<file path="src/supervisor_regs.svh">
/*
 * Constants of the two-wire slave access block: slave byte layout,
 * register addresses, write cycle timing and the last bit count.
 * Assumes inclusion by bare name from the package and the design files.
 */
`ifndef SUPERVISOR_REGS_SVH
`define SUPERVISOR_REGS_SVH

// --------------------------------------------------------------
// Slave address byte layout
// --------------------------------------------------------------
`define SLV_TYPE_MSB      7
`define SLV_TYPE_LSB      5
`define SLV_TYPE_ID       3'h6    // Arbitrary type identifier value
`define SLV_SPACE_BIT     4
`define SLV_ZERO_MSB      3
`define SLV_ZERO_LSB      2
`define SLV_AMSB_BIT      1
`define SLV_DIR_BIT       0

// --------------------------------------------------------------
// Register space
// --------------------------------------------------------------
`define CTRL_CFG_ADDR     9'h1FF
`define FAULT_CAP_ADDR    9'h0FF
`define CTRL_CFG_RESET    8'h00
`define FAULT_CAP_RESET   8'h00

// --------------------------------------------------------------
// Timing
// --------------------------------------------------------------
`define CLK_MHZ           100
`define WRITE_CYCLE_MS    5
`define WRITE_CYCLE_CYC   (`WRITE_CYCLE_MS * 1000 * `CLK_MHZ)
`define BIT_COUNT_LAST    4'h8

`endif

</file>
<file path="src/supervisor_pkg.sv">
/*
 * Types shared by the two-wire slave access block.
 * Assumes supervisor_regs.svh on the include path.
 */
`include "supervisor_regs.svh"

package supervisor_pkg;

	// Protocol phase of the slave
	typedef enum logic [6:0] {
		ST_IDLE  = 7'h01,
		ST_SLAVE = 7'h02,
		ST_WADDR = 7'h04,
		ST_WDATA = 7'h08,
		ST_READ  = 7'h10,
		ST_BUSY  = 7'h20,
		ST_IGN   = 7'h40
	} phase_t;

endpackage

</file>
<file path="src/byte_fifo.sv">
/*
 * Small valid/ready FIFO with registered read data.
 * Assumes a single clock and an active-low asynchronous reset.
 */
`timescale 1ns/1ps
`default_nettype none

module byte_fifo #(
	parameter int WIDTH = 8,
	parameter int DEPTH = 4
) (
	// Clock and reset
	input  wire logic             ref_clk_i,
	input  wire logic             rst_n_i,
	// Fill side
	input  wire logic             in_valid_i,
	output logic                  in_ready_o,
	input  wire logic [WIDTH-1:0] in_data_i,
	// Drain side
	output logic                  out_valid_o,
	input  wire logic             out_ready_i,
	output logic [WIDTH-1:0]      out_data_o,
	// Flush
	input  wire logic             flush_i
);

	localparam int AW = $clog2(DEPTH);

	typedef struct packed {
		logic [DEPTH-1:0][WIDTH-1:0] mem;
		logic [AW-1:0]               wr;
		logic [AW-1:0]               rd;
		logic [AW:0]                 cnt;
		logic                        ov;
		logic [WIDTH-1:0]            od;
	} fifo_state_t;

	fifo_state_t st_reg;
	fifo_state_t st_next;

	// -------------------------------------------------------------
	// Next state
	// -------------------------------------------------------------
	// Output word is held in a register so the drain sees a flop
	always_comb
	begin
		logic push;
		logic pop;
		st_next = st_reg;
		push = in_valid_i && (st_reg.cnt != (AW+1)'(DEPTH));
		pop = (!st_reg.ov || out_ready_i) && (st_reg.cnt != '0);
		if (st_reg.ov && out_ready_i)
			st_next.ov = 1'b0;
		if (push)
		begin
			st_next.mem[st_reg.wr] = in_data_i;
			st_next.wr = st_reg.wr + 1'b1;
		end
		if (pop)
		begin
			st_next.od = st_reg.mem[st_reg.rd];
			st_next.ov = 1'b1;
			st_next.rd = st_reg.rd + 1'b1;
		end
		st_next.cnt = st_reg.cnt + (AW+1)'(push) - (AW+1)'(pop);
		if (flush_i)
		begin
			st_next.wr = '0;
			st_next.rd = '0;
			st_next.cnt = '0;
			st_next.ov = 1'b0;
		end
	end

	// State register
	always_ff @(posedge ref_clk_i or negedge rst_n_i)
	begin
		if (!rst_n_i)
			st_reg <= '0;
		else
			st_reg <= st_next;
	end

	assign in_ready_o = (st_reg.cnt != (AW+1)'(DEPTH));
	assign out_valid_o = st_reg.ov;
	assign out_data_o = st_reg.od;

endmodule

`default_nettype wire

</file>
<file path="src/supervisor_serial_slave_access.sv">
/*
 * Two-wire slave access of a supply supervisor: byte writes with a
 * timed nonvolatile write cycle, acknowledge polling, current address,
 * random, sequential and set-address reads, and two registers.
 * Assumes the bus pins are open drain, pulled up outside, and that the
 * storage array sits outside behind the store and fetch ports. Read
 * bytes are prefetched through a small FIFO; a byte not yet fetched when it is due ends the read.
 */
`timescale 1ns/1ps
`default_nettype none
`include "supervisor_regs.svh"

module supervisor_serial_slave_access
	import supervisor_pkg::*;
#(
	parameter int unsigned WRITE_CYCLES = `WRITE_CYCLE_CYC,
	parameter int          ADDR_W       = 9,
	parameter int          FIFO_DEPTH   = 4
) (
	// Clock and reset
	input  wire logic              ref_clk_i,
	input  wire logic              rst_n_i,
	// Two-wire bus pins
	input  wire logic              scl_i,
	input  wire logic              sda_i,
	output logic                   sda_o,
	output logic                   sda_oe_o,
	// Protection
	input  wire logic [ADDR_W-1:0] prot_lo_i,
	input  wire logic [ADDR_W-1:0] prot_hi_i,
	input  wire logic              prot_en_i,
	// Array store port
	output logic                   store_o,
	output logic [ADDR_W-1:0]      store_addr_o,
	output logic [7:0]             store_data_o,
	// Array fetch port
	output logic                   fetch_valid_o,
	input  wire logic              fetch_ready_i,
	output logic [ADDR_W-1:0]      fetch_addr_o,
	input  wire logic              fetch_rvalid_i,
	input  wire logic [7:0]        fetch_rdata_i,
	// Status and register contents
	output logic                   busy_o,
	output logic [7:0]             ctrl_cfg_o,
	output logic [7:0]             fault_cap_o
);

	typedef struct packed {
		logic [1:0]        scl_s;
		logic [1:0]        sda_s;
		logic              scl_d;
		logic              sda_d;
		phase_t            ph;
		logic [3:0]        bitc;
		logic [7:0]        sh;
		logic              ack_ph;
		logic              drv_low;
		logic              rd_dir;
		logic              reg_sp;
		logic              amsb;
		logic [ADDR_W-1:0] waddr;
		logic [ADDR_W-1:0] acnt;
		logic [ADDR_W-1:0] facnt;
		logic              pend_wr;
		logic [7:0]        pend_data;
		logic              nacked;
		logic [31:0]       wcnt;
		logic              store;
		logic [ADDR_W-1:0] store_addr;
		logic [7:0]        store_data;
		logic              fvalid;
		logic              need;
		logic              tx;
		logic [7:0]        ctrl_cfg;
		logic [7:0]        fault_cap;
	} slave_state_t;

	slave_state_t s_reg;
	slave_state_t s_next;

	logic       fifo_in_ready;
	logic       fifo_out_valid;
	logic [7:0] fifo_out_data;
	logic       fifo_pop;
	logic       fifo_flush;
	logic       fifo_push;
	logic [7:0] fifo_push_data;

	// -------------------------------------------------------------
	// Helpers
	// -------------------------------------------------------------
	// Full address of an array or register access from the slave byte and word
	function automatic logic [ADDR_W-1:0] full_addr(input logic msb, input logic [7:0] lo);
		full_addr = {msb, lo};
	endfunction

	function automatic logic in_prot(input logic [ADDR_W-1:0] a, input logic en,
		input logic [ADDR_W-1:0] lo, input logic [ADDR_W-1:0] hi);
		in_prot = en && (a >= lo) && (a <= hi);
	endfunction

	// -------------------------------------------------------------
	// Read data prefetch FIFO
	// -------------------------------------------------------------
	byte_fifo #(
		.WIDTH (8),
		.DEPTH (FIFO_DEPTH)
	) byte_fifo_inst (
		.ref_clk_i   (ref_clk_i),
		.rst_n_i     (rst_n_i),
		.in_valid_i  (fifo_push),
		.in_ready_o  (fifo_in_ready),
		.in_data_i   (fifo_push_data),
		.out_valid_o (fifo_out_valid),
		.out_ready_i (fifo_pop),
		.out_data_o  (fifo_out_data),
		.flush_i     (fifo_flush)
	);

	// Register space reads bypass the array and enter the FIFO directly
	assign fifo_push = s_reg.reg_sp ? (s_reg.need && s_reg.tx) : fetch_rvalid_i;
	assign fifo_push_data = !s_reg.reg_sp ? fetch_rdata_i :
		(s_reg.facnt == `CTRL_CFG_ADDR) ? s_reg.ctrl_cfg :
		(s_reg.facnt == `FAULT_CAP_ADDR) ? s_reg.fault_cap : 8'h00;

	// -------------------------------------------------------------
	// Bus protocol engine
	// -------------------------------------------------------------
	// Pins are asynchronous, so both pass two flops before any use
	always_comb
	begin
		logic scl_rise;
		logic scl_fall;
		logic start_c;
		logic stop_c;
		logic [7:0] sb;
		logic [ADDR_W-1:0] a;
		scl_rise = 1'b0;
		scl_fall = 1'b0;
		start_c = 1'b0;
		stop_c = 1'b0;
		sb = 8'h00;
		a = '0;
		s_next = s_reg;
		fifo_pop = 1'b0;
		fifo_flush = 1'b0;
		s_next.scl_s = {s_reg.scl_s[0], scl_i};
		s_next.sda_s = {s_reg.sda_s[0], sda_i};
		s_next.scl_d = s_reg.scl_s[1];
		s_next.sda_d = s_reg.sda_s[1];
		s_next.store = 1'b0;
		scl_rise = s_reg.scl_s[1] && !s_reg.scl_d;
		scl_fall = !s_reg.scl_s[1] && s_reg.scl_d;
		start_c = s_reg.scl_s[1] && s_reg.scl_d && !s_reg.sda_s[1] && s_reg.sda_d;
		stop_c = s_reg.scl_s[1] && s_reg.scl_d && s_reg.sda_s[1] && !s_reg.sda_d;

		// Array prefetch request handshake
		if (s_reg.fvalid && fetch_ready_i)
		begin
			s_next.fvalid = 1'b0;
			s_next.facnt = s_reg.facnt + 1'b1;
		end
		if (s_reg.need && s_reg.tx && s_reg.reg_sp)
			s_next.need = 1'b0;
		else if (s_reg.need && s_reg.tx && !s_reg.fvalid && fifo_in_ready)
		begin
			s_next.fvalid = 1'b1;
			s_next.need = 1'b0;
		end

		if (s_reg.ph == ST_BUSY)
		begin
			// Inputs are ignored until the cycle count expires
			s_next.drv_low = 1'b0;
			if (s_reg.wcnt == 32'h0)
				s_next.ph = ST_IDLE;
			else
				s_next.wcnt = s_reg.wcnt - 32'h1;
		end
		else if (stop_c)
		begin
			s_next.drv_low = 1'b0;
			s_next.tx = 1'b0;
			fifo_flush = 1'b1;
			s_next.need = 1'b0;
			s_next.fvalid = 1'b0;
			if (s_reg.pend_wr && s_reg.bitc <= 4'h1 && !s_reg.ack_ph)
			begin
				// Full byte plus acknowledge: commit; the stop's own clock rise counts one bit
				s_next.pend_wr = 1'b0;
				a = s_reg.waddr;
				if (s_reg.reg_sp && a == `CTRL_CFG_ADDR)
					s_next.ctrl_cfg = s_reg.pend_data;
				else if (s_reg.reg_sp && a == `FAULT_CAP_ADDR)
					s_next.fault_cap = s_reg.pend_data;
				else if (!s_reg.reg_sp)
				begin
					s_next.store = 1'b1;
					s_next.store_addr = a;
					s_next.store_data = s_reg.pend_data;
				end
				s_next.acnt = a + 1'b1;
				s_next.wcnt = WRITE_CYCLES - 32'h1;
				s_next.ph = ST_BUSY;
			end
			else
			begin
				// Early or mid-byte stop drops the pending write
				s_next.pend_wr = 1'b0;
				s_next.ph = ST_IDLE;
			end
		end
		else if (start_c)
		begin
			s_next.ph = ST_SLAVE;
			s_next.bitc = 4'h0;
			s_next.ack_ph = 1'b0;
			s_next.drv_low = 1'b0;
			s_next.tx = 1'b0;
			s_next.pend_wr = 1'b0;
			fifo_flush = 1'b1;
			s_next.need = 1'b0;
			s_next.fvalid = 1'b0;
		end
		else if (s_reg.ph != ST_IDLE && s_reg.ph != ST_IGN)
		begin
			if (scl_rise && !s_reg.ack_ph)
			begin
				s_next.sh = {s_reg.sh[6:0], s_reg.sda_s[1]};
				s_next.bitc = s_reg.bitc + 4'h1;
			end
			else if (scl_rise && s_reg.ack_ph && s_reg.tx)
			begin
				// Master acknowledge asks for the next byte
				if (s_reg.sda_s[1])
					s_next.ph = ST_IGN;
				else
					s_next.acnt = s_reg.acnt + 1'b1;
			end
			if (scl_fall && s_reg.ack_ph)
			begin
				// End of ninth clock
				s_next.ack_ph = 1'b0;
				s_next.drv_low = 1'b0;
				s_next.bitc = 4'h0;
				if (s_reg.tx && s_reg.ph != ST_IGN && s_next.ph != ST_IGN)
				begin
					s_next.sh = fifo_out_data;
					fifo_pop = 1'b1;
					s_next.drv_low = !fifo_out_data[7];
					s_next.need = 1'b1;
				end
			end
			else if (scl_fall && s_reg.tx && s_reg.bitc != 4'h0 && s_reg.bitc != `BIT_COUNT_LAST)
			begin
				s_next.drv_low = !s_reg.sh[7];             // Shift keeps the next bit on top
			end
			else if (scl_fall && s_reg.bitc == `BIT_COUNT_LAST)
			begin
				s_next.ack_ph = 1'b1;
				s_next.drv_low = 1'b0;
				sb = s_reg.sh;
				unique case (s_reg.ph)
					ST_SLAVE:
					begin
						if (sb[`SLV_TYPE_MSB:`SLV_TYPE_LSB] == `SLV_TYPE_ID
							&& sb[`SLV_ZERO_MSB:`SLV_ZERO_LSB] == 2'b00)
						begin
							s_next.drv_low = 1'b1;
							s_next.reg_sp = sb[`SLV_SPACE_BIT];
							s_next.amsb = sb[`SLV_AMSB_BIT];
							s_next.rd_dir = sb[`SLV_DIR_BIT];
							if (sb[`SLV_DIR_BIT])
							begin
								// Current address read from the counter
								s_next.tx = 1'b1;
								s_next.ph = ST_READ;
								s_next.facnt = s_reg.acnt;
								s_next.need = 1'b1;
							end
							else
								s_next.ph = ST_WADDR;
						end
						else
							s_next.ph = ST_IGN;
					end
					ST_WADDR:
					begin
						a = full_addr(s_reg.amsb, sb);
						s_next.waddr = a;
						s_next.acnt = a;
						s_next.drv_low = 1'b1;
						s_next.ph = ST_WDATA;
					end
					ST_WDATA:
					begin
						if (s_reg.pend_wr || (!s_reg.reg_sp &&
							in_prot(s_reg.waddr, prot_en_i, prot_lo_i, prot_hi_i)))
						begin
							// Protected or second byte: no acknowledge
							s_next.drv_low = 1'b0;
							s_next.pend_wr = 1'b0;
							s_next.ph = ST_IGN;
						end
						else
						begin
							s_next.drv_low = 1'b1;
							s_next.pend_wr = 1'b1;
							s_next.pend_data = sb;
						end
					end
					ST_READ:
						s_next.drv_low = 1'b0;
					default:
						s_next.ph = ST_IGN;
				endcase
			end
			// Drop the read if no byte is ready at the fall that ends an acknowledge clock
			if (s_reg.ph == ST_READ && s_reg.tx && s_reg.ack_ph && scl_fall && !fifo_out_valid)
				s_next.ph = ST_IGN;
		end
	end

	// -------------------------------------------------------------
	// State register
	// -------------------------------------------------------------
	always_ff @(posedge ref_clk_i or negedge rst_n_i)
	begin
		if (!rst_n_i)
		begin
			s_reg <= '0;
			s_reg.scl_s <= 2'b11;
			s_reg.sda_s <= 2'b11;
			s_reg.scl_d <= 1'b1;
			s_reg.sda_d <= 1'b1;
			s_reg.ph <= ST_IDLE;
			s_reg.ctrl_cfg <= `CTRL_CFG_RESET;
			s_reg.fault_cap <= `FAULT_CAP_RESET;
		end
		else
			s_reg <= s_next;
	end

	// -------------------------------------------------------------
	// Outputs
	// -------------------------------------------------------------
	// Open drain: only ever pull low
	assign sda_o = 1'b0;
	assign sda_oe_o = s_reg.drv_low;
	assign store_o = s_reg.store;
	assign store_addr_o = s_reg.store_addr;
	assign store_data_o = s_reg.store_data;
	assign fetch_valid_o = s_reg.fvalid;
	assign fetch_addr_o = s_reg.facnt;
	assign busy_o = (s_reg.ph == ST_BUSY);
	assign ctrl_cfg_o = s_reg.ctrl_cfg;
	assign fault_cap_o = s_reg.fault_cap;

endmodule

`default_nettype wire

</file>
<file path="config.mk">
export PLATFORM = sky130hd
export DESIGN_NAME = supervisor_serial_slave_access
export DESIGN_NICKNAME = d
export VERILOG_FILES = /design/src/supervisor_pkg.sv /design/src/byte_fifo.sv /design/src/supervisor_serial_slave_access.sv
export VERILOG_INCLUDE_DIRS = /design/src /design/src/src
export SDC_FILE = /design/constraint.sdc
export NUM_CORES = 1
export LEC_CHECK = 0
export ABC_AREA = 1
export BUFFER_PORTS_ARGS = -buffer_cell sky130_fd_sc_hd__buf_2
export CAP_MARGIN = 20
export CORE_ASPECT_RATIO = 1.75
export CORE_MARGIN = 8
export CORE_UTILIZATION = 63
export DETAILED_ROUTE_END_ITERATION = 10
export GPL_TIMING_DRIVEN = 0
export HOLD_SLACK_MARGIN = 0.12
export MAX_ROUTING_LAYER = met4
export PLACE_DENSITY = 0.83
export SLEW_MARGIN = 5
export SYNTH_ARGS = -nofsm -noshare
export SYNTH_HDL_FRONTEND = slang
export SYNTH_HIERARCHICAL = 1
export SYNTH_SLANG_ARGS = --single-unit
</file>
<file path="constraint.sdc">
create_clock -name ref_clk_i -period 7 [get_ports ref_clk_i]
set_input_delay 0.7 -clock ref_clk_i [delete_from_list [all_inputs] [get_ports ref_clk_i]]
set_output_delay 0.7 -clock ref_clk_i [all_outputs]
set_load 0.01 [all_outputs]
</file>
==> metrics.yaml <==
worst_slack_ns: 3.535
power.total_mw: 3.962
nets: 1555
ctsResizeCount: 0
relSlewSlack_pct: 38.78
cts_buffer_depth: 2
synth_area_um2: 10750
skew_ns: 0.009218
syn_avg_cell_area_um2: 7.741
finalSetupTns_ns: 0
cts-root-buf: "clkbuf_16"
ir_worst_vdd_uv: 197.1
drc: 0
ys_ff_latch: 182
vias: 9630
crit_type: "reg2reg"
crit_required_ns: 7.33
ys_seq_area_share_pct: 42.44
routed_wirelength_mm: 29.35
cp.arrival_ns: 3.79
post_drt_wl_per_cell_um: 17.01
htreeDepth: 4
drtIter0Drc: 728
final_layout_size_suffix_gt1_share_pct: 16.21
start_kind: "flop"
initial_utilization_pct: 63.74
cts_tree: "built"
final_antenna_net_count: 0
grtUsageTotal_pct: 29.45
ys_types: 60
gp_congestion: 0.9647
largest_register_ffs: 85
fp-row-count: 63
first_global_vias: 9831
pre_cts_slack_ns: 3.550
ioPinCount: 80
clkTransAtPathRegs_ns: 0.07
grt_max_degree: 94
synth_edf_count: 0
slowest_stage: "nor4_4"
yosys_warnings: 6
ys.flop_type: "dfrtp_1"
fmax_ghz: 0.2886
areaGrowthSynthToFinish_pct: 12.00
port_buffers: 78
clock_latency_ns: 0.44
synth_cells: 1389
diodes: 0
die_h_um: 188.8
cts_hold_buffers: 0
finalCritPeriodShare_pct: 49.51
grt_antenna_before_repair: 0
grt_pass1_wl_mm: 48.87
crit_fanout: 10
numCtsBuffers: 17
cp-end-kind: "flop"
via_per_inst: 5.579
period_needed_ns: 3.465
coreArea_um2: 16870
grt_overflow: 0
slew_violations: 0
cts_setup_buffers: 0
outcome: "completed"
leakagePower_nw: 6.384
tightest_slew_ns: 0.9086
final_cell_mix: "nand2_1 (342), inv_1 (192), dfrtp_1 (175)"
finalHoldViolations: 0
crit_chain: "nor2_2 -> nand2_2 -> nor4_4 -> inv_2 -> nand2_1 -> nor2_1 -> nand2_2 -> buf_2 -> nor2_1 -> nor2_1 -> a21oi_4 -> nand2_1 -> nand2_1 -> ha_1 -> fa_1 -> inv_1 -> nand3_1 -> nand2_1 -> nor2_1"
hpwl_mm: 22.17
postPlaceCellArea_um2: 11460
synth.net_count: 1457
critPathMaxStageDelay_ns: 0.44
die_w_um: 114.8
final_common_cell: "nand2_1"
setup_viol: 0
rsz0062_at_grt: "false"
worstHoldPathType: "in2async"
reg2reg_slack_ns: 3.53
die-area_um2: 21670
dr.pass1.iters: 6
synth-async-reset-ratio_pct: 100.0
clock_sinks: 182
maxCapViolCount: 0
design_area_um2: 12040
filler_cell_count: 1435
powerDensity_nw_per_um2: 329.0
## per-layer routing
metal / up-vias / wire length (µm) / GRT usage (%)
met2: 341 / 15350 / 51.28
li1: 4643 / - / -
met5: - / 0 / -
met1: 4531 / 10920 / 30.39
met3: 115 / 1402 / 4.199
met4: 0 / 1676 / 18.35
## cell usage after synthesis, types with 2 or more instances
master	instances	area share [%]
clkbuf_1	7	0.24
nor3_2	2	0.19
o211ai_1	10	0.70
a22oi_1	13	0.91
or2_0	2	0.12
buf_2	18	0.84
nor3_1	22	1.0
nand2_1	342	12
buf_6	6	0.63
nand2_4	4	0.42
or2_1	3	0.17
dfstp_2	7	1.7
ha_1	34	4.0
nand3_1	74	3.4
nand3b_1	5	0.35
inv_1	192	6.7
inv_2	8	0.28
dfrtp_1	175	41
o21ai_0	94	4.4
nand3_4	2	0.33
a31oi_1	3	0.17
buf_4	55	3.8
nand4_1	54	3.1
o31ai_1	11	0.77
nand2_2	6	0.35
a21oi_1	46	2.1
nor2_4	8	0.84
o21ai_1	15	0.70
o22ai_1	2	0.12
inv_4	2	0.12
nor2_2	4	0.23
nor2_1	109	3.8
xor2_1	20	1.6
xnor2_1	4	0.33
nor4_1	5	0.29
## cells by family after synthesis
kind of cell    Yosys count  share of synthesized area [%]
compound gates          205                          10.89
simple gates            650                          27.58
other cells               1                        0.03487
buf+inv                 291                          12.86
xor+xnor                 24                          1.955
mux                       1                         0.1047
flops                   182                          42.44
fa+ha+maj                35                          4.142
## per-stage QoR
| step | utilization [%] | hold WS, ns | std cells |
|---|---|---|---|
| 3_5_place_dp | 67.96 | 0.3472 | 1695 |
| 5_1_grt | 71.39 | 0.3120 | 1726 |
| 4_1_cts | 71.39 | 0.2858 | 1726 |
| 3_3_place_gp | 67.74 | 0.3498 | 1694 |
| 6_report | 71.39 | 0.2534 | 1726 |
| 2_1_floorplan | - | 0.3452 | 1389 |
## area by class of cell
class / count / area, µm² / share of cell area [%]
buffer: 88 / 615.6 / 5.112
clock buffer: 18 / 429.2 / 3.564
clock inverter: 13 / 148.9 / 1.236
inverter: 203 / 767.0 / 6.369
multi-input combinational: 916 / 4807 / 39.92
sequential: 182 / 4563 / 37.89
tap: 227 / 284.0 / 2.358
timing repair buffer: 79 / 427.9 / 3.553
## power breakdown
group          switching (mW)  internal, mW
clock network           0.428         0.530
registers               0.209          1.31
logic                   0.989         0.499
## path summary, 6_finish.rpt
check	start	to	depth (start not counted)
setup / recovery	s_reg[126]	byte_fifo_inst/st_reg[11]	19
hold / removal	rst_n_i	store_data_o[1]	1
setup reg to reg	s_reg[126]	byte_fifo_inst/st_reg[11]	19
hold reg to reg	s_next[135]	s_next[131]	0
max in group asynchronous	rst_n_i	s_next[135]	2
min in group ref_clk_i	sda_i	s_next[133]	1
## worst max-delay path: cells and delay by family, from the launching register on
family          cells  cell delay [ns]
simple gates       13             1.74
flops               1             0.42
compound gates      1             0.11
buf+inv             3             0.51
fa+ha+maj           2             0.57
Power figures use the tool's default switching activity.
